===== src/rtl/ubd_pkg.sv =====
// shared constants and types for the usb buffer descriptor dma block
`default_nettype none
package ubd_pkg;
    // ****************************************
    // register map
    // ****************************************
    localparam logic [7:0]  ADDR_CTRL      = 8'h00;
    localparam logic [7:0]  ADDR_BASE      = 8'h04;
    localparam logic [7:0]  ADDR_STAT      = 8'h08;
    localparam int          CTRL_EN_BIT    = 0;
    localparam int          CTRL_HOST_BIT  = 1;
    localparam int          CTRL_LOW_BIT   = 2;
    localparam int          STAT_BUSY_BIT  = 0;
    localparam int          STAT_NAK_BIT   = 1;
    localparam logic [2:0]  CTRL_RESET     = 3'h0;
    localparam logic [22:0] PAGE_RESET     = 23'h000000;
    // ****************************************
    // descriptor address and field layout
    // ****************************************
    localparam int          TABLE_ALIGN    = 512;
    localparam int          PAGE_LSB       = 9;
    localparam int          EP_LSB         = 5;
    localparam int          TX_BIT         = 4;
    localparam int          ODD_BIT        = 3;
    localparam int          ENTRY_BYTES    = 8;
    localparam logic [31:0] WORD_STEP      = 32'h00000004;
    localparam int          OWN_BIT        = 7;
    localparam int          DATA1_BIT      = 6;
    localparam int          KEEP_BIT       = 5;
    localparam int          PID_LSB        = 2;
    localparam int          BC_LSB         = 16;
    localparam int          BC_W           = 10;
    localparam int          NUM_EP         = 16;
    // ****************************************
    // token pids and link speed
    // ****************************************
    localparam logic [3:0]  PID_OUT        = 4'h1;
    localparam logic [3:0]  PID_IN         = 4'h9;
    localparam logic [3:0]  PID_SETUP      = 4'hD;
    localparam int          FULL_KBPS      = 12000;
    localparam int          LOW_KBPS       = 1500;
    // ****************************************
    // types
    // ****************************************
    typedef struct packed {
        logic [3:0] pid;
        logic [3:0] ep;
    } ubd_token_t;
    typedef struct packed {
        logic [31:0]     addr;
        logic [BC_W-1:0] len;
        logic            tx;
        logic            data1;
    } ubd_grant_t;
    typedef enum logic [2:0] {
        ST_IDLE,
        ST_RDCTL,
        ST_RDADR,
        ST_XFER,
        ST_WRBK
    } ubd_state_t;
endpackage
`default_nettype wire


===== src/rtl/ubd_odd_track.sv =====
// ping-pong even/odd selector per endpoint direction
`default_nettype none
module ubd_odd_track
    import ubd_pkg::*;
#(
    parameter int NUM_EP_P = NUM_EP
) (
    // clock and reset
    input  wire logic                          clk_sys,
    input  wire logic                          rst_n,
    // control
    input  wire logic                          clrAll,
    input  wire logic                          tgEn,
    input  wire logic [$clog2(NUM_EP_P*2)-1:0] tgIdx,
    // state
    output logic      [NUM_EP_P*2-1:0]         oddBits
);
    logic [NUM_EP_P*2-1:0] odd_reg;
    logic [NUM_EP_P*2-1:0] odd_next;
    logic [NUM_EP_P*2-1:0] tgMask;

    always_comb begin
        tgMask = '0;
        tgMask[tgIdx] = tgEn;
        odd_next = clrAll ? '0 : (odd_reg ^ tgMask);
    end

    always_ff @(posedge clk_sys or negedge rst_n) begin
        if (!rst_n) begin
            odd_reg <= '0;
        end else begin
            odd_reg <= odd_next;
        end
    end

    assign oddBits = odd_reg;

    a_odd_flip: assert property (@(posedge clk_sys) disable iff (!rst_n)
        tgEn && !clrAll |=> (odd_reg ^ $past(odd_reg)) == $past(tgMask))
        else $error("odd selector did not toggle exactly one entry");
endmodule
`default_nettype wire


===== src/rtl/ubd_dma.sv =====
// buffer descriptor fetch, grant and write-back engine with apb registers
`default_nettype none
module ubd_dma
    import ubd_pkg::*;
#(
    parameter int NUM_EP_P = NUM_EP
) (
    // clock and reset
    input  wire logic              clk_sys,
    input  wire logic              rst_n,
    // apb slave
    input  wire logic              psel,
    input  wire logic              penable,
    input  wire logic              pwrite,
    input  wire logic [7:0]        paddr,
    input  wire logic [31:0]       pwdata,
    output logic                   pready,
    output logic [31:0]            prdata,
    output logic                   pslverr,
    // system memory master
    output logic                   memReq,
    output logic                   memWe,
    output logic [31:0]            memAddr,
    output logic [31:0]            memWdata,
    input  wire logic              memAck,
    input  wire logic [31:0]       memRdata,
    // serial engine side
    input  wire logic              tokValid,
    input  wire ubd_token_t        tokIn,
    output logic                   tokBusy,
    output logic                   xferStart,
    output logic                   xferNak,
    output ubd_grant_t             xferGrant,
    input  wire logic              xferDone,
    input  wire logic [BC_W-1:0]   xferCount,
    // link configuration
    output logic                   hostMode,
    output logic                   lowSpeed
);
    // ****************************************
    // state
    // ****************************************
    localparam int IDX_W = $clog2(NUM_EP_P*2);
    ubd_state_t     state_reg,  state_next;
    logic [2:0]     ctrl_reg,   ctrl_next;
    logic [22:0]    page_reg,   page_next;
    logic           nak_reg,    nak_next;
    logic           rdy_reg,    rdy_next;
    logic [31:0]    rdat_reg,   rdat_next;
    logic           err_reg,    err_next;
    logic           req_reg,    req_next;
    logic           we_reg,     we_next;
    logic [31:0]    maddr_reg,  maddr_next;
    logic [31:0]    wdat_reg,   wdat_next;
    logic [31:0]    desc_reg,   desc_next;
    logic [31:0]    ctl_reg,    ctl_next;
    logic [3:0]     pid_reg,    pid_next;
    logic [IDX_W-1:0] idx_reg,  idx_next;
    logic           start_reg,  start_next;
    logic           nakp_reg,   nakp_next;
    ubd_grant_t     grant_reg,  grant_next;
    logic           busy_reg,   busy_next;
    logic [NUM_EP_P*2-1:0] oddBits;
    logic           apbWrite;
    logic           apbLive;
    logic           tokAccept;
    logic           tokTx;
    logic           tokOk;
    logic           oddToggle;
    logic           oddClear;
    // ****************************************
    // helpers
    // ****************************************
    // direction from the controller's own viewpoint: 1 = transmit
    function automatic logic pidIsTx(input logic host, input logic [3:0] pid);
        if (host) begin
            pidIsTx = (pid != PID_IN);
        end else begin
            pidIsTx = (pid == PID_IN);
        end
    endfunction
    // entry address inside the table
    function automatic logic [31:0] entryAddr(input logic [22:0] page,
                                              input logic [3:0] ep,
                                              input logic tx,
                                              input logic odd);
        entryAddr = {page, ep, tx, odd, 3'h0};
    endfunction
    // ****************************************
    // apb registers
    // ****************************************
    assign apbLive  = psel && penable;
    assign apbWrite = apbLive && rdy_reg && pwrite;
    always_comb begin
        ctrl_next = ctrl_reg;
        page_next = page_reg;
        nak_next  = nak_reg;
        rdy_next  = apbLive && !rdy_reg;
        rdat_next = rdat_reg;
        err_next  = err_reg;
        // one wait state: answer registered on the second access cycle
        if (apbLive && !rdy_reg) begin
            rdat_next = 32'h00000000;
            err_next  = 1'b0;
            unique case (paddr)
                ADDR_CTRL: rdat_next[2:0] = ctrl_reg;
                ADDR_BASE: rdat_next[31:PAGE_LSB] = page_reg;
                ADDR_STAT: begin
                    rdat_next[STAT_BUSY_BIT] = (state_reg != ST_IDLE);
                    rdat_next[STAT_NAK_BIT]  = nak_reg;
                end
                default:   err_next = 1'b1;
            endcase
        end
        if (apbWrite) begin
            unique case (paddr)
                ADDR_CTRL: begin
                    ctrl_next[CTRL_EN_BIT]  = pwdata[CTRL_EN_BIT];
                    ctrl_next[CTRL_LOW_BIT] = pwdata[CTRL_LOW_BIT];
                    // role swaps only while idle, also in the cycle a token is accepted, whose descriptor still takes its direction from the old role
                    if (state_reg == ST_IDLE) begin
                        ctrl_next[CTRL_HOST_BIT] = pwdata[CTRL_HOST_BIT];
                    end
                end
                ADDR_BASE: page_next = pwdata[31:PAGE_LSB];
                ADDR_STAT: begin
                    if (pwdata[STAT_NAK_BIT]) begin
                        nak_next = 1'b0;
                    end
                end
                default: ;
            endcase
        end
        // a refusal in the same cycle as the clear still shows
        if (nakp_next) begin
            nak_next = 1'b1;
        end
    end
    always_ff @(posedge clk_sys or negedge rst_n) begin
        if (!rst_n) begin
            ctrl_reg <= CTRL_RESET;
            page_reg <= PAGE_RESET;
            nak_reg  <= 1'b0;
            rdy_reg  <= 1'b0;
            rdat_reg <= 32'h00000000;
            err_reg  <= 1'b0;
        end else begin
            ctrl_reg <= ctrl_next;
            page_reg <= page_next;
            nak_reg  <= nak_next;
            rdy_reg  <= rdy_next;
            rdat_reg <= rdat_next;
            err_reg  <= err_next;
        end
    end
    // ****************************************
    // descriptor engine
    // ****************************************
    assign tokOk     = (tokIn.pid == PID_IN) || (tokIn.pid == PID_OUT) ||
                       (tokIn.pid == PID_SETUP);
    assign tokTx     = pidIsTx(ctrl_reg[CTRL_HOST_BIT], tokIn.pid);
    assign tokAccept = (state_reg == ST_IDLE) && tokValid && tokOk &&
                       ctrl_reg[CTRL_EN_BIT];
    assign oddClear  = apbWrite && (paddr == ADDR_CTRL) && !pwdata[CTRL_EN_BIT];
    always_comb begin
        state_next = state_reg;
        req_next   = req_reg;
        we_next    = we_reg;
        maddr_next = maddr_reg;
        wdat_next  = wdat_reg;
        desc_next  = desc_reg;
        ctl_next   = ctl_reg;
        pid_next   = pid_reg;
        idx_next   = idx_reg;
        start_next = 1'b0;
        nakp_next  = 1'b0;
        grant_next = grant_reg;
        oddToggle  = 1'b0;
        unique case (state_reg)
            ST_IDLE: begin
                if (tokAccept) begin
                    idx_next   = {tokIn.ep, tokTx};
                    pid_next   = tokIn.pid;
                    // pick the half of the pair that is due next
                    desc_next  = entryAddr(page_reg, tokIn.ep, tokTx,
                                           oddBits[{tokIn.ep, tokTx}]);
                    maddr_next = desc_next;
                    req_next   = 1'b1;
                    we_next    = 1'b0;
                    state_next = ST_RDCTL;
                end
            end
            ST_RDCTL: begin
                if (memAck) begin
                    ctl_next = memRdata;
                    if (!memRdata[OWN_BIT]) begin
                        // processor owns it: refuse, read nothing more
                        req_next   = 1'b0;
                        nakp_next  = 1'b1;
                        state_next = ST_IDLE;
                    end else begin
                        maddr_next = desc_reg + WORD_STEP;
                        state_next = ST_RDADR;
                    end
                end
            end
            ST_RDADR: begin
                if (memAck) begin
                    req_next        = 1'b0;
                    grant_next.addr = memRdata;
                    grant_next.len  = ctl_reg[BC_LSB +: BC_W];
                    grant_next.tx   = idx_reg[0];
                    grant_next.data1 = ctl_reg[DATA1_BIT];
                    start_next      = 1'b1;
                    state_next      = ST_XFER;
                end
            end
            ST_XFER: begin
                if (xferDone) begin
                    // receive reports what arrived, transmit keeps its length
                    maddr_next = desc_reg;
                    we_next    = 1'b1;
                    req_next   = 1'b1;
                    wdat_next  = 32'h00000000;
                    wdat_next[BC_LSB +: BC_W] = grant_reg.tx ? grant_reg.len : xferCount;
                    wdat_next[DATA1_BIT] = ctl_reg[DATA1_BIT];
                    if (ctl_reg[KEEP_BIT]) begin
                        wdat_next[OWN_BIT]        = 1'b1;
                        wdat_next[PID_LSB +: 4]   = ctl_reg[PID_LSB +: 4];
                    end else begin
                        wdat_next[OWN_BIT]        = 1'b0;
                        wdat_next[PID_LSB +: 4]   = pid_reg;
                    end
                    state_next = ST_WRBK;
                end
            end
            ST_WRBK: begin
                if (memAck) begin
                    req_next   = 1'b0;
                    we_next    = 1'b0;
                    oddToggle  = 1'b1;
                    state_next = ST_IDLE;
                end
            end
        endcase
        // registered so the busy output comes straight from a flop
        busy_next = (state_next != ST_IDLE);
    end
    always_ff @(posedge clk_sys or negedge rst_n) begin
        if (!rst_n) begin
            state_reg <= ST_IDLE;
            req_reg   <= 1'b0;
            we_reg    <= 1'b0;
            maddr_reg <= 32'h00000000;
            wdat_reg  <= 32'h00000000;
            desc_reg  <= 32'h00000000;
            ctl_reg   <= 32'h00000000;
            pid_reg   <= 4'h0;
            idx_reg   <= '0;
            start_reg <= 1'b0;
            nakp_reg  <= 1'b0;
            grant_reg <= '0;
            busy_reg  <= 1'b0;
        end else begin
            state_reg <= state_next;
            req_reg   <= req_next;
            we_reg    <= we_next;
            maddr_reg <= maddr_next;
            wdat_reg  <= wdat_next;
            desc_reg  <= desc_next;
            ctl_reg   <= ctl_next;
            pid_reg   <= pid_next;
            idx_reg   <= idx_next;
            start_reg <= start_next;
            nakp_reg  <= nakp_next;
            grant_reg <= grant_next;
            busy_reg  <= busy_next;
        end
    end
    ubd_odd_track #(.NUM_EP_P(NUM_EP_P)) ubd_odd_track_inst (
        .clk_sys  (clk_sys),
        .rst_n    (rst_n),
        .clrAll   (oddClear),
        .tgEn     (oddToggle),
        .tgIdx    (idx_reg),
        .oddBits  (oddBits)
    );
    // ****************************************
    // outputs
    // ****************************************
    assign pready    = rdy_reg;
    assign prdata    = rdat_reg;
    assign pslverr   = err_reg;
    assign memReq    = req_reg;
    assign memWe     = we_reg;
    assign memAddr   = maddr_reg;
    assign memWdata  = wdat_reg;
    assign tokBusy   = busy_reg;
    assign xferStart = start_reg;
    assign xferNak   = nakp_reg;
    assign xferGrant = grant_reg;
    assign hostMode  = ctrl_reg[CTRL_HOST_BIT];
    assign lowSpeed  = ctrl_reg[CTRL_LOW_BIT];

    // ****************************************
    // assertions
    // ****************************************
    a_grant_owned: assert property (@(posedge clk_sys) disable iff (!rst_n)
        xferStart |-> ctl_reg[OWN_BIT] && (state_reg == ST_XFER))
        else $error("grant issued for a descriptor the controller does not own");
    a_nak_owner: assert property (@(posedge clk_sys) disable iff (!rst_n)
        (state_reg == ST_RDCTL) && memAck && !memRdata[OWN_BIT]
        |=> xferNak && !xferStart && !memReq)
        else $error("processor-owned descriptor was not refused");
    a_entry_align: assert property (@(posedge clk_sys) disable iff (!rst_n)
        memReq && (state_reg != ST_RDADR) |-> memAddr[2:0] == 3'h0 &&
        memAddr[31:PAGE_LSB] == page_reg)
        else $error("descriptor address not inside the table page");
    a_ptr_word: assert property (@(posedge clk_sys) disable iff (!rst_n)
        (state_reg == ST_RDADR) && memAck |=> xferGrant.addr == $past(memRdata))
        else $error("buffer pointer not taken from descriptor");
    a_dir_device: assert property (@(posedge clk_sys) disable iff (!rst_n)
        tokAccept && !hostMode |=> idx_reg[0] == ($past(tokIn.pid) == PID_IN))
        else $error("device role direction wrong");
    a_dir_host: assert property (@(posedge clk_sys) disable iff (!rst_n)
        tokAccept && hostMode |=> idx_reg[0] == ($past(tokIn.pid) != PID_IN))
        else $error("host role direction wrong");
    a_own_release: assert property (@(posedge clk_sys) disable iff (!rst_n)
        (state_reg == ST_WRBK) && memReq |-> memWe && memWdata[OWN_BIT] == ctl_reg[KEEP_BIT])
        else $error("ownership write-back ignores keep option");
    a_role_hold: assert property (@(posedge clk_sys) disable iff (!rst_n)
        tokBusy && $past(tokBusy) |-> $stable(hostMode))
        else $error("role changed during a descriptor");
    a_mem_hold: assert property (@(posedge clk_sys) disable iff (!rst_n)
        memReq && !memAck |=> memReq && $stable(memAddr) && $stable(memWe))
        else $error("memory request dropped before acknowledge");
    a_apb_wait: assert property (@(posedge clk_sys) disable iff (!rst_n)
        psel && penable && !pready |=> pready ##1 !pready)
        else $error("apb answer not after one wait state");

    c_grant:    cover property (@(posedge clk_sys) disable iff (!rst_n) xferStart);
    c_nak:      cover property (@(posedge clk_sys) disable iff (!rst_n) xferNak);
    c_host_tx:  cover property (@(posedge clk_sys) disable iff (!rst_n)
        xferStart && hostMode && xferGrant.tx);
    c_keep:     cover property (@(posedge clk_sys) disable iff (!rst_n)
        (state_reg == ST_WRBK) && memAck && memWdata[OWN_BIT]);
endmodule
`default_nettype wire


===== config.mk =====
export PLATFORM = sky130hd
export DESIGN_NAME = ubd_dma
export DESIGN_NICKNAME = d
export VERILOG_FILES = /design/src/rtl/ubd_pkg.sv /design/src/rtl/ubd_odd_track.sv /design/src/rtl/ubd_dma.sv
export SDC_FILE = /design/constraint.sdc
export NUM_CORES = 1
export LEC_CHECK = 0
export BUFFER_PORTS_ARGS = -buffer_cell sky130_fd_sc_hd__buf_4
export CORE_MARGIN = 2
export CORE_UTILIZATION = 45
export DETAILED_ROUTE_END_ITERATION = 12
export PLACE_DENSITY_LB_ADDON = 0.3
export SETUP_SLACK_MARGIN = 0.05
export SLEW_MARGIN = 20
export SYNTH_ARGS = -nofsm -noshare
export SYNTH_HDL_FRONTEND = slang
export SYNTH_SLANG_ARGS = --single-unit
export TNS_END_PERCENT = 10

===== constraint.sdc =====
create_clock -name clk_sys -period 4.25 [get_ports clk_sys]
set_input_delay 0.6375 -clock clk_sys [delete_from_list [all_inputs] [get_ports clk_sys]]
set_output_delay 0.6375 -clock clk_sys [all_outputs]
set_load 0.02 [all_outputs]

# Word level (Yosys, flattened, before mapping)
# Index checks and enable logic that the tools add are counted.
[word_totals]
regBits = 251
in_bits = 98
output_inout_bits = 149
wordCells = 126
[op_classes]
addsub = 1
magnitude_cmp = 3
n_eq_ne = 17
n_mux = 43
bitwise = 2
reduce_logical = 36
[ops]
columns = ["cell", "count"]
rows = [
  ["2-to-1 mux 32 bit", 5],
  ["one-hot mux 32 bit (3 select lines)", 1],
  ["adder 32 x 3 -> 32 bit, second input constant", 1],
  ["AND 32 bit", 1],
  ["bitwise XOR 32 bit", 1],
  ["2-to-1 mux 23 bit", 1],
  ["2-to-1 mux 1 bit", 22],
  ["2-to-1 mux 3 bit", 5],
  ["one-hot mux 3 bit (5 select lines)", 1],
  ["less-than comparator 5 x 6 -> 1 bit, second input constant", 2],
  ["inequality test 2 bit, second input constant", 6],
  ["AND reduction 2 bit", 6],
  ["nonzero test 3 bit", 4],
  ["logical AND 1 bit", 10],
  ["2-to-1 mux 10 bit", 1],
  ["AND reduction 5 bit", 2],
  ["== test 4 bit, second input constant", 2],
  ["== test 8 x 3 -> 1 bit, second input constant", 1],
  ["== test 8 x 4 -> 1 bit, second input constant", 1],
  ["zero test 8 bit", 1],
  ["== test 3 x 2 -> 1 bit, second input constant", 2],
  ["AND reduction 3 bit", 2],
  ["nonzero test 2 bit", 3],
  ["binary-select mux 1 bit (select 5 bit)", 1],
  ["18 further kinds", 20],
]

# Logic depth before layout (Yosys ltp)
# Gate-level depths: netlist of run 1.
[depth]
ltp_word = 8
depth_mapped = 8
ltp_nobuf = 6

# By module
# Synthesis of run 1 repeated with hierarchy kept, for this count alone.
[unflattened]
cells_unflattened = 828
hier_area_um2 = 10044.6
[by_module_without_submodules]
columns = ["module", "instances", "cells_per_inst", "area_per_inst_um2", "seq_area_each_um2"]
rows = [
  ["ubd_dma", 1, 679, 8588.2, 5029.8],
  ["ubd_odd_track", 1, 149, 1456.4, 800.8],
]

# Worst setup path before layout of run 1
# No wires, ideal clock.
[synth_timing]
path_type = "input to register"
startpoint = "input tokIn[6] (netlist bit)"
endpoint = "register maddr_reg[3], in the netlist memAddr[3]"
t_arrival_ns = 2.293
required_time_ns = 4.121
path_slack_ns = 1.828
path_stages = 7
path_cell_list = "and4bb_1 > buf_6 > xor2_4 > mux4_1 > a211oi_1 > or4b_4 > o22ai_2"
[synth_via]
elab_chain_cells = 7
word_cells_on_any_way = 15
[synth_rtl]
columns = ["item", "line_no", "rtl"]
rows = [
  ["from (decl)", "ubd_dma.sv:29", "input wire ubd_token_t tokIn,"],
  ["branches (longest 7 deep; another with 2-to-1 mux 32 bit)", "-", ""],
  ["to (signal assigned)", "ubd_dma.sv:268", "maddr_reg <= maddr_next;"],
  ["to (decl)", "ubd_dma.sv:53", "logic [31:0] maddr_reg, maddr_next;"],
]
# Parallel ways; which one is timed is not known. The select of a mux whose other input is x is not followed.
# A chain may end at the register's enable or synchronous reset.

# Worst setup path in the final report of run 1
[layout_timing]
startpoint = "register state_reg[0]"
endpoint = "register ctl_reg[5]"
[layout_via]
elab_chain_cells = 2
[layout_rtl]
columns = ["item", "line_no", "rtl"]
rows = [
  ["from (decl)", "ubd_dma.sv:44", "ubd_state_t state_reg, state_next;"],
  ["from (signal assigned)", "ubd_dma.sv:265", "state_reg <= state_next;"],
  ["== test 3 x 1 -> 1 bit", "ubd_dma.sv:179", "unique case (state_reg)"],
  ["AND reduction 2 bit (no line)", "-", ""],
  ["to (signal assigned)", "ubd_dma.sv:271", "ctl_reg <= ctl_next;"],
  ["to (decl)", "ubd_dma.sv:56", "logic [31:0] ctl_reg, ctl_next;"],
]
# No other way between the ends.

==> summary by stage, run 1 <==
Critical path
The highest fanout seen on the critical path is 34. STA classifies the critical path endpoint as a flop. The type of the setup path with the least slack is flop to flop. The worst path required time is 4.64 ns.

STA classifies the critical path startpoint as a flop. At the worst endpoint, the arrival time is 3.13 ns.

Power and ir drop
The share of total power dissipated in sequential elements is 39.7%. For this design the total switching power over the nets is 2630 uW. Cell internal power was estimated by the tool at 5270 uW.

In this run the static leakage power is 0.00625 uW. Power spread over the standard cell area amounts to 623 nW/um^2. The overall power is ~8000 uW.

The clock network power share is 27.8%. The switching part of the total is 33.3%. The fraction of power consumed by combinational cells is 32.5%.

The worst IR drop on VDD is 0.418 mV.

Run
The reported max-cap violation count is 0.

Finish
The relative area change from synthesis to final layout is 26.2%. Cells with a size suffix above 1 make up 37.0% of the layout. The final antenna diode count is 0. The register with the most flip-flops in the layout has 44 of them. The final layout contains 1131 nets.

The library cell used most frequently in the layout, excluding fill and tap cells, is dfrtp_1. In the layout the commonest cells are dfrtp_1 (233), buf_4 (222), nand2_1 (122), mux2_2 (116), nor2_1 (71).

Route
In the detailed route, the total length drawn on met3 is 1.41 mm. The number of detailed-routing iterations run before antenna repair is 4. Wire segments on met2 add up to 11.2 mm in the final route. The highest routed metal layer is met4. The count of unresolved DRC violations after routing is 0.

The total wirelength of the detailed-routed design is 23.3 mm. The via count is 6972. The wire length on met1 is 10.2 mm. The detailed-route wire length per cell is 17.5 um.

The average via count per standard cell is 5.25. The remaining number of nets flagged by the antenna check after routing is 0. In this run, the number of DRC markers left after iteration 0 of detailed routing was approximately 370.

Timing
After routing, the total negative slack on setup checks comes to 0 ns. The number of setup violations in the final report is 0. The share of the clock period used by the worst path after layout is between 60% and 70%. The tightest slew margin relative to the limit is between 20% and 30%. The peak clock frequency supported by timing is 365 MHz. The max-slew violation total from the final report was 0. The slew of the pin with the lowest slew margin is 1.12 ns. Setup repair after global routing left no endpoint under its margin. The number of hold violations in the final report is 0. The final critical path time including I/O delays and setup is about 2.7 ns. The final setup skew is 0.00916 ns.

CTS
The clock-pin transition on the worst setup and hold timing paths is 0.06 ns. The maximum level of the CTS H-tree is 1. The number of buffers inserted for hold repair after clock tree synthesis is 0.

The total of cells resized after clock tree synthesis is 0. The clock passes through at most 3 buffers. The clock drives roughly 230 sinks. The TritonCTS clock tree is done. The clock latency of the later-clocked register in the worst-skew pair is between 0.5 and 0.6 ns. Clock tree synthesis inserted a total of 26 buffers. The post-CTS repair timing setup buffer count is 0. The clock root buffer is clkbuf_16.

Synth
The number of cells produced by synthesis is 832. Yosys printed 0 warnings. After synthesis the cells add up to 10100 um^2.

The share of async-settable or async-resettable flops after synthesis is 100%. The part of the Yosys area used for sequential elements is 58.0%. The flip-flop and latch count after synthesis is 233. The number of flops mapped to enable cells by yosys is 0.

The number of distinct library cells after synthesis is 47. The most used flip-flop cell after synthesis is dfrtp_1. The mean instance size in the synthesized netlist is roughly 12 um^2.

Place
The wire-length estimate of the detail-placed layout is roughly 15 mm. The routability congestion estimate is 0.808. Buffers placed on the I/O ports in this run total 216.

Die
The floorplan has 54 rows. The number of top-level design ports is about 250. From left edge to right edge, the die measures 154 um.

The die area is 23600 um^2. The die is between 150 and 200 um tall. The effective utilization at floorplan is 46.0%.

After floorplanning, the core was sized to cover 21900 um^2.

Global routing
The via count of the first global-routing pass was 6982. The global-route usage over all layers is 19.4%. The number of antenna violations at the first check in global routing was 0. Entering global routing, the biggest net connects approximately 120 pins. The overall overflow remaining after global route is 0. The first global-routing pass estimated 37.2 mm of wire.

Hold path
The class of the worst hold path is primary input to async pin.

Run status
The flow ran to the end, and the final reports show no timing, DRC or antenna violations.
-- cell families (layout without fill, tap and decap cells) --
family / count (synthesis) / after routing / share of synthesized area, %
and+or+nand+nor: 240 / 240 / 10.3
DFF: 233 / 233 / 58.0
muxes: 144 / 144 / 17.7
AOI/OAI and AO/OA: 97 / 97 / 6.59
buffers and inverters: 84 / 278 / 4.35
xor gates and xnor gates: 33 / 33 / 3.06
other: 1 / 24 / 0.0373
-- cell usage after synthesis (3+ instances only) --
master / n / area (um^2)
dfrtp_1: 233 / 5830
nand2_1: 122 / 458
mux2_2: 116 / 1310
nor2_1: 72 / 270
clkbuf_1: 38 / 143
xor2_1: 32 / 280
a31oi_1: 27 / 169
buf_4: 27 / 203
a22o_1: 25 / 219
o21ai_0: 23 / 115
mux2i_1: 16 / 160
mux4_1: 11 / 289
inv_1: 8 / 30.0
buf_1: 7 / 26.3
nor3b_1: 7 / 52.6
a21oi_1: 6 / 30.0
nor2b_1: 6 / 37.5
nor3_1: 6 / 30.0
and3_1: 5 / 31.3
nand2b_1: 4 / 25.0
nand3_1: 4 / 20.0
a211oi_1: 3 / 22.5
or3_1: 3 / 18.8
-- worst max-delay path, stage by stage, from the launching register on --
cell and delay (ns):
dfrtp_1 0.57, nor2b_4 0.81, and2_1 0.81, mux2_2 0.42
-- routing by layer --
layer	global-route usage [%]	up-vias
li1	-	3225
met1	26.5	3515
met2	32.1	198
met3	3.86	34
met4	4.81	0
met5	0	-
-- power by group through the flow --
stage | Clock, uW | Combinational, uW | Sequential (uW)
after floorplan | 0 | 1020 | 3610
after global placement | 0 | 2540 | 3150
after detailed placement | 0 | 2590 | 3180
after CTS | 2260 | 2600 | 3150
after global routing | 2340 | 2770 | 3230
final | 2200 | 2570 | 3140
-- through the flow --
stage / worst slack [ns] / area [um^2] / cells / hold WS, ns / utilization [%]
final: 1.51 / 12700 / 1329 / 0.219 / 58.0
after global routing: 1.35 / 12700 / 1329 / 0.285 / 58.0
after CTS: 1.06 / 12700 / 1328 / 0.266 / 57.9
after detailed placement: 1.06 / 11800 / 1284 / 0.471 / 54.1
after global placement: 1.14 / 11800 / 1284 / 0.461 / 54.1
after floorplan: 1.83 / 10100 / 855 / 0.342 / -
-- final timing paths --
kind | startpoint | end | slack [ns] | cells after the start
worst max-delay path | state_reg[0] | ctl_reg[5] | 1.51 | 3
worst min-delay path | rst_n | prdata[12] | 0.22 | 1
worst max register to register | state_reg[0] | ctl_reg[5] | 1.51 | 3
worst min register to register | prdata[1] | prdata[1] | 0.48 | 2
max in group asynchronous | rst_n | ctl_reg[21] | 3.14 | 2
min in group clk_sys | pwdata[27] | page_reg[18] | 0.35 | 2
-- final cells by class --
class                   count  area (um^2)
clock buffers              40          764
clock inverters             4         70.1
fillers                  1858         9190
inverters                   8         30.0
multi-input cells         538         3910
flip-flops and latches    233         5830
well taps                 280          350
repair buffers            226         1740
(Power assumes the default switching activity.)
==> run 2: changes to the inputs <==
Settings changed: ABC_AREA set to 1.
Clock period 4.25 ns to 2.3 ns, I/O delays scaled along.
==> run 2 against run 1 <==
Against the previous run:
- setup slack got worse by 1.3 ns
- first-iteration DRC count increased by 73%
- combinational power increased by 130%
- global-route usage increased by 2.8 points
- register-to-register slack got worse by 1.3 ns
- synthesized cell count increased by 41%
- critical path depth increased by 8
- clock power increased by 80%
- count of clock-buffer cells in the layout decreased by 7
- sequential power increased by 96%
- maximum frequency increased by 34%
- via count increased by 23%
- critical path type unchanged
- largest cell class unchanged
==> summary by stage, run 2 <==
Route
The average via count per standard cell was 5.06 (was 5.25). The number of detailed-routing iterations run before antenna repair was 4 (unchanged). The starting DRC count in detailed routing is 635 (was 368). The via count is 8604 (was 6972). The count of unresolved DRC violations after routing is 0 (unchanged). The detailed-route wire length per cell came to 15.9 um (was 17.5 um).

The total wirelength of the detailed-routed design was 27.0 mm (was 23.3 mm). The remaining number of nets flagged by the antenna check after routing was 0 (unchanged).

Timing
The number of setup violations in the final report is 0 (unchanged). The final setup skew is 0.00796 ns (was 0.00916 ns). The max-slew violation total from the final report came to 0 (unchanged). The final critical path time including I/O delays and setup is 2.05 ns (was 2.74 ns). The share of the clock period used by the worst path after layout is 89.1% (was 64.4%).

The sum of negative setup slack is 0 ns (unchanged). The number of hold violations in the final report is 0 (unchanged). The peak clock frequency supported by timing is 488 MHz (was 365 MHz). RSZ-0062 raised after global routing: false (unchanged).

The slew of the pin with the lowest slew margin is 0.695 ns (was 1.12 ns). The tightest slew margin relative to the limit is 53.3% (was 25.4%).

Die
The die width was 155 um (was 154 um). The height of the die came to 155 um (was 154 um). The number of top-level design ports is 247 (unchanged). The standard cell core area is 22500 um^2 (was 21900 um^2). The placement row count is 55 (was 54). The die area is 24000 um^2 (was 23600 um^2).

The effective utilization at floorplan was 45.6% (was 46.0%).

Critical path
Chain of cells forming the critical path: nor2_1 -> inv_1 -> nor2_1 -> inv_2 -> nor2_2 -> inv_2 -> nor2_2 -> buf_4 -> nand2_1 -> o21ai_0 -> a21oi_1 (was nor2b_4 -> and2_1 -> mux2_2). The type of the setup path with the least slack is flop to flop (unchanged). The source of the worst register-to-register timing path was state_reg[0] (unchanged). The startpoint type of the worst setup path was a flop (unchanged). The worst path required time is 2.71 ns (was 4.64 ns). The flop-to-flop setup slack is 0.25 ns (was 1.51 ns). The type of destination of the critical path is a flop (unchanged). The end of the worst register-to-register path is ubd_odd_track_inst.oddBits[0] (was ctl_reg[5]). The worst path buffer plus inverter count is 4 (was 0). The slowest cell on the critical path is dfrtp_1 (was nor2b_4). The depth of the worst register-to-register path was 11 (was 3). The largest delay contributor family on the critical path is simple AND/OR/NAND/NOR gates (unchanged). The maximum single-stage delay on the critical path is 0.43 ns (was 0.81 ns). The highest fanout seen on the critical path is 5 (was 34). The worst path arrival time is 2.46 ns (was 3.13 ns).

Finish
The most common library cell in the layout ignoring fill and taps was nand2_1 (was dfrtp_1). The final core utilization was 58.4% (was 58.0%). The relative area change from synthesis to final layout is 28.1% (was 26.2%). The post-route cell area came to 13100 um^2 (was 12700 um^2). The layout filler cell count is 1982 (was 1858). Most used cells in the layout excluding fill and tap cells: nand2_1 (317), buf_4 (237), dfrtp_1 (233), o21ai_0 (162), inv_1 (122) (was dfrtp_1 (233), buf_4 (222), nand2_1 (122), mux2_2 (116), nor2_1 (71)).

The fraction of final layout cells sized beyond drive strength 1 is 23.1% (was 37.0%). The post-layout net count is 1496 (was 1131). The final antenna diode count is 0 (unchanged).

The number of flip-flops under the largest register name was 44 (unchanged).

Synth
The share of async-settable or async-resettable flops after synthesis came to 100% (unchanged). The total standard cell area after synthesis is 10300 um^2 (was 10100 um^2). The most used flip-flop cell after synthesis is dfrtp_1 (unchanged). The part of the Yosys area used for sequential elements is 56.9% (was 58.0%). The most frequent cell after synthesis is nand2_1 (was dfrtp_1). The synthesis warning total is 0 (unchanged). The flip-flop and latch count after synthesis was 233 (unchanged).

The cell type with the highest aggregate area in the netlist is dfrtp_1 (unchanged). Synth area leaders: dfrtp_1 (57%), nand2_1 (12%), o21ai_0 (7.9%) (was dfrtp_1 (58%), mux2_2 (13%), nand2_1 (4.6%)). Synth cell count leaders: nand2_1 (318), dfrtp_1 (233), o21ai_0 (162), inv_1 (122), nand3_1 (77) (was dfrtp_1 (233), nand2_1 (122), mux2_2 (116), nor2_1 (72), clkbuf_1 (38)).

The number of distinct library cells after synthesis is 32 (was 47). The top-area cell type share of the netlist area was 56.9% (was 58.0%). The number of cells produced by synthesis came to 1169 (was 832). The mean instance size in the synthesized netlist is 8.77 um^2 (was 12.1 um^2). The number of flops mapped to enable cells by yosys is 0 (unchanged).

Global routing
The global-route usage over all layers is 22.2% (was 19.4%). The pin count of the biggest net entering global routing is 72 (was 123). The number of antenna violations at the first check in global routing is 0 (unchanged). The overall overflow remaining after global route came to 0 (unchanged). The via count of the first global-routing pass came to 8416 (was 6982). The first-pass GRT wire length is 43.4 mm (was 37.2 mm).

Power and ir drop
The overall power was 15900 uW (was 7910 uW). The worst IR drop on VDD is 0.554 mV (was 0.418 mV). The power density over cell area is 1210 nW/um^2 (was 623 nW/um^2). The leakage power of the design is 0.00677 uW (was 0.00625 uW).

Place
The total of buffers placed on input and output ports came to 216 (unchanged). The routability congestion estimate is 0.910 (was 0.808). The HPWL reported at the end of detailed placement came to 18.5 mm (was 15.4 mm).

The cell area reported after detailed placement was 12300 um^2 (was 11800 um^2).

CTS
The clock latency of the later-clocked register in the worst-skew pair is 0.53 ns (was 0.52 ns). The number of sinks handled by clock tree synthesis is 233 (unchanged). The clock tree buffer depth is 3 (unchanged).

The post-CTS repair timing setup buffer count came to 0 (unchanged). The clock root buffer is clkbuf_16 (unchanged). The total clock buffers created by CTS came to 25 (was 26). The clock-pin transition on the worst setup and hold timing paths is 0.06 ns (about the same). The TritonCTS clock tree is done (unchanged). The maximum level of the CTS H-tree is 1 (unchanged).

Hold path
For hold timing, the worst endpoint is xferGrant[25]. The launch point of the worst hold path is memRdata[13]. The worst hold path cell count is 3. The class of the worst hold path is primary input to flop (was primary input to async pin).

Run
The reported max-cap violation count is 0 (unchanged).

Run status
Run status: finished clean (unchanged).
[run 2: changes by cell type after synthesis, moves of 18 or more]
cell,before,now
inv_1,8,122
mux2_2,116,5
mux2_4,0,18
o21ai_0,23,162
nor2_1,72,25
nand3_1,4,77
nor3_1,6,59
a21oi_1,6,40
nand2_1,122,318
a22o_1,25,0
xor2_1,32,0
a31oi_1,27,1
[run 2: worst min-delay path: stages]
cell and delay (ns):
buf_4 0.08, nand2_1 0.04, nand2_1 0.05
[run 2: final cells by class]
cell class	count	area (um^2)	area share [%]
multi-input cells	753	3630	27.7
inverters	132	495	3.77
well taps	285	357	2.71
repair buffers	253	2020	15.4
clock buffers	33	676	5.14
flip-flops and latches	233	5830	44.4
clock inverters	11	123	0.933
[run 2: what timing repair did]
action	CTS	global route
endpoints found under the setup margin	0	43
hold buffers	7	0
endpoints found under the hold margin	72	0
gates resized for setup	0	1
[run 2: how the worst max path moves through the flow]
stage | end | slack (ns) | start | cells after the start
after CTS | desc_reg[15] | 0.18 | state_reg[0] | 7
after global routing | memReq | 0.06 | state_reg[0] | 9
after detailed placement | desc_reg[15] | 0.20 | state_reg[0] | 7
after global placement | memAddr[3] | 0.30 | state_reg[0] | 10
final | ubd_odd_track_inst.oddBits[0] | 0.25 | state_reg[0] | 11
after floorplan | page_reg[12] | 0.55 | paddr[5] | 6
[run 2: metrics by stage]
stage,worst slack (ns),hold WS (ns),instances
after floorplan,0.551,0.0494,1192
after global placement,0.295,0.371,1649
after detailed placement,0.199,0.371,1649
after CTS,0.181,0.000372,1700
after global routing,0.0558,0.0183,1700
final,0.250,0.0269,1700
[run 2: where the power goes]
| part | internal [uW] | switching [uW] |
|---|---|---|
| clock network | 2300 | 1660 |
| registers | 5420 | 743 |
| logic | 2160 | 3670 |
| total | 9880 | 6070 |
[run 2: cell families after synthesis]
logic type	Yosys count	share of synthesized area, %
other cells	1	0.0366
buf+inv	206	8.66
flops	233	56.9
simple gates	496	20.8
mux	23	3.18
compound gates	210	10.5
[run 2: layer usage]
metal / share of wire, % / vias to the layer above / GRT usage, %
met1: 43 / 4055 / 30.1
met2: 46 / 324 / 35.9
li1: - / 4176 / -
met4: 2.5 / 0 / 6.66
met5: 0 / - / 0
met3: 8.0 / 49 / 4.96
==> run 3: changes to the inputs <==
Settings changed: ABC_AREA 1 to not set.
==> run 3 against run 2 <==
Against the previous run:
- wire length decreased by 12%
- global-route usage decreased by 2.5 points
- first-iteration DRC count down 51%
- critical path depth fell by 3
- flip-flop and latch count unchanged
- maximum frequency shrank 3.6%
- core utilization increased by 1.2 points
- power is 6.4% lower
- register-to-register slack got worse by 0.08 ns
- combinational power shrank 15%
- non-clock buffer count decreased by 1
- largest cell class unchanged
==> summary by stage, run 3 (synthesis gave the netlist of run 1 again) <==
Finish
The relative area change from synthesis to final layout is 29.6% (was 28.1%). The final antenna diode count was 0 (unchanged). The most common library cell in the layout ignoring fill and taps is buf_4 (was nand2_1). The fraction of final layout cells sized beyond drive strength 1 is 38.9% (was 23.1%). Most used cells in the layout excluding fill and tap cells: buf_4 (240), dfrtp_1 (233), nand2_1 (122), mux2_2 (116), nor2_1 (71) (was nand2_1 (317), buf_4 (237), dfrtp_1 (233), o21ai_0 (162), inv_1 (122)). The layout filler cell count is 1801 (was 1982). The final core utilization is 59.6% (was 58.4%). The number of flip-flops under the largest register name came to 44 (unchanged). The post-layout net count is 1157 (was 1496).

Route
The detailed-route wire length per cell came to 17.4 um (was 15.9 um). The average via count per standard cell is 5.18 (was 5.06). The remaining number of nets flagged by the antenna check after routing is 0 (unchanged).

The count of unresolved DRC violations after routing is 0 (unchanged). The starting DRC count in detailed routing is 311 (was 635). The total wirelength of the detailed-routed design is 23.6 mm (was 27.0 mm).

The number of detailed-routing iterations run before antenna repair is 4 (unchanged). The via count is 7036 (was 8604).

Hold path
The class of the worst hold path is primary input to flop (unchanged). The launch point of the worst hold path is memRdata[10] (was memRdata[13]).

Die
The number of top-level design ports was 247 (unchanged). The placement row count is 54 (was 55). The effective utilization at floorplan was 46.0% (was 45.6%). The die area is 23600 um^2 (was 24000 um^2).

The standard cell core area came to 21900 um^2 (was 22500 um^2). The height of the die is 154 um (was 155 um). The die width is 154 um (was 155 um).

Critical path
The startpoint type of the worst setup path is a flop (unchanged). The largest delay contributor family on the critical path is simple AND/OR/NAND/NOR gates (unchanged). The maximum single-stage delay on the critical path is 0.45 ns (was 0.43 ns). The type of the setup path with the least slack is flop to flop (unchanged).

The source of the critical timing path is ctrl_reg[0] (was state_reg[0]). Chain of cells forming the critical path: and4b_1 -> o21ai_0 -> buf_4 -> or3_1 -> a21oi_4 -> buf_12 -> nor2_1 -> a31oi_1 (was nor2_1 -> inv_1 -> nor2_1 -> inv_2 -> nor2_2 -> inv_2 -> nor2_2 -> buf_4 -> nand2_1 -> o21ai_0 -> a21oi_1). The highest fanout seen on the critical path is 24 (was 5). The source of the worst register-to-register timing path is ctrl_reg[0] (was state_reg[0]). The worst path required time is 2.75 ns (was 2.71 ns). The type of destination of the critical path is a flop (unchanged). The worst path arrival time was 2.58 ns (was 2.46 ns). The slowest cell on the critical path is dfrtp_1 (unchanged). The worst path buffer plus inverter count came to 2 (was 4).

Global routing
The via count of the first global-routing pass came to 7142 (was 8416). The global-route usage over all layers is 19.7% (was 22.2%). The number of antenna violations at the first check in global routing is 0 (unchanged).

The overall overflow remaining after global route is 0 (unchanged). The first-pass GRT wire length is 37.8 mm (was 43.4 mm). The pin count of the biggest net entering global routing is 60 (was 72).

Timing
The worst hold slack is 0.0429 ns (was 0.0269 ns). The peak clock frequency supported by timing is 470 MHz (was 488 MHz). The share of the clock period used by the worst path after layout is 92.4% (was 89.1%). The final critical path time including I/O delays and setup came to 2.13 ns (was 2.05 ns). The number of setup violations in the final report is 0 (unchanged). The tightest slew margin relative to the limit is 52.6% (was 53.3%).

The max-slew violation total from the final report is 0 (unchanged). The slew of the pin with the lowest slew margin is 0.710 ns (was 0.695 ns). RSZ-0062 raised after global routing: false (unchanged). The number of hold violations in the final report is 0 (unchanged). The final setup skew is 0.0120 ns (was 0.00796 ns).

Power and ir drop
The cell-internal power is 9930 uW (was 9880 uW). The fraction of power consumed by combinational cells was 33.2% (was 36.6%). The power density over cell area is 1140 nW/um^2 (was 1210 nW/um^2).

The part of the total power dissipated in sequential elements is 38.5% (was 38.6%). The switching part of the total is 33.5% (was 38.0%). The worst IR drop on VDD is 0.834 mV (was 0.554 mV). The clock network power share came to 28.3% (was 24.8%).

The overall power is 14900 uW (was 15900 uW). The power spent charging and discharging nets was 4990 uW (was 6070 uW). The leakage power of the design is 0.00643 uW (was 0.00677 uW).

Place
The routability congestion estimate is 0.799 (was 0.910). The total of buffers placed on input and output ports is 216 (unchanged). The HPWL reported at the end of detailed placement came to 16.2 mm (was 18.5 mm).

CTS
The clock-pin transition on the worst setup and hold timing paths came to 0.06 ns (about the same). The clock latency of the later-clocked register in the worst-skew pair came to 0.53 ns (about the same). The TritonCTS clock tree is done (unchanged). The clock root buffer is clkbuf_16 (unchanged).

The number of sinks handled by clock tree synthesis is 233 (unchanged). The maximum level of the CTS H-tree is 1 (unchanged). The post-CTS repair timing setup buffer count is 0 (unchanged). The total of cells resized after clock tree synthesis is 0 (unchanged). The total clock buffers created by CTS is 26 (was 25). The clock tree buffer depth was 3 (unchanged).

Run status
Run status: finished clean (unchanged).

Run
The reported max-cap violation count is 0 (unchanged).
==> run 3: cell types whose count changed in the layout (fill, tap and decap cells not counted), sizes merged, moves of 34 or more <==
cell and change:
o21ai -139, nand2 -198, inv -120, nor3 -54, nor2 +43, nand3 -73, mux2 +93, a21oi -34
==> run 3: power by group through the flow <==
stage / clock network, uW / registers [uW] / logic (uW)
after floorplan: 0 / 6680 / 1890
after global placement: 0 / 5790 / 4870
after detailed placement: 0 / 5820 / 4960
after CTS: 4350 / 5770 / 4980
after global routing: 4490 / 5900 / 5320
final: 4220 / 5750 / 4950
==> run 3: through the flow <==
stage / area, um^2 / setup slack, ns / std cells / TNS (ns)
finish: 13000 / 0.174 / 1359 / 0
global route: 13000 / 0.0657 / 1359 / 0
detailed placement: 12100 / -0.171 / 1309 / -0.338
CTS: 13000 / 0.142 / 1358 / 0
global placement: 12100 / -0.124 / 1309 / -0.238
floorplan: 10100 / 0.171 / 855 / 0
==> run 3: per-layer routing <==
metal	track usage, %	part of all wire [%]	vias to the layer above
li1	-	-	3280
met1	26.6	43	3493
met2	32.7	48	225
met3	4.23	6.4	38
met4	5.24	2.5	0
met5	0	0	-
==> run 3: final cells by class <==
class | instances | area [um^2] | share of cell area [%]
Clock buffer | 39 | 779 | 5.98
Clock inverter | 9 | 113 | 0.863
Inverter | 8 | 30.0 | 0.230
Multi-Input combinational cell | 538 | 3910 | 30.0
Sequential cell | 233 | 5830 | 44.7
Tap cell | 280 | 350 | 2.69
Timing Repair Buffer | 252 | 2030 | 15.6
==> run 3: path summary, 6_finish.rpt <==
kind	end	slack [ns]	cells past startpoint
max in group asynchronous	xferGrant[2]	1.27	3
setup reg to reg	memAddr[24]	0.17	8
hold reg to reg	pslverr	0.48	2
min in group asynchronous	prdata[11]	0.31	2
setup / recovery	memAddr[24]	0.17	8
hold / removal	xferGrant[22]	0.04	2
==> run 3: timing repair <==
| item | in CTS | in global routing |
|---|---|---|
| hold endpoints to repair | 46 | 0 |
| setup endpoints to repair | 0 | 3 |
| hold buffers | 1 | 0 |
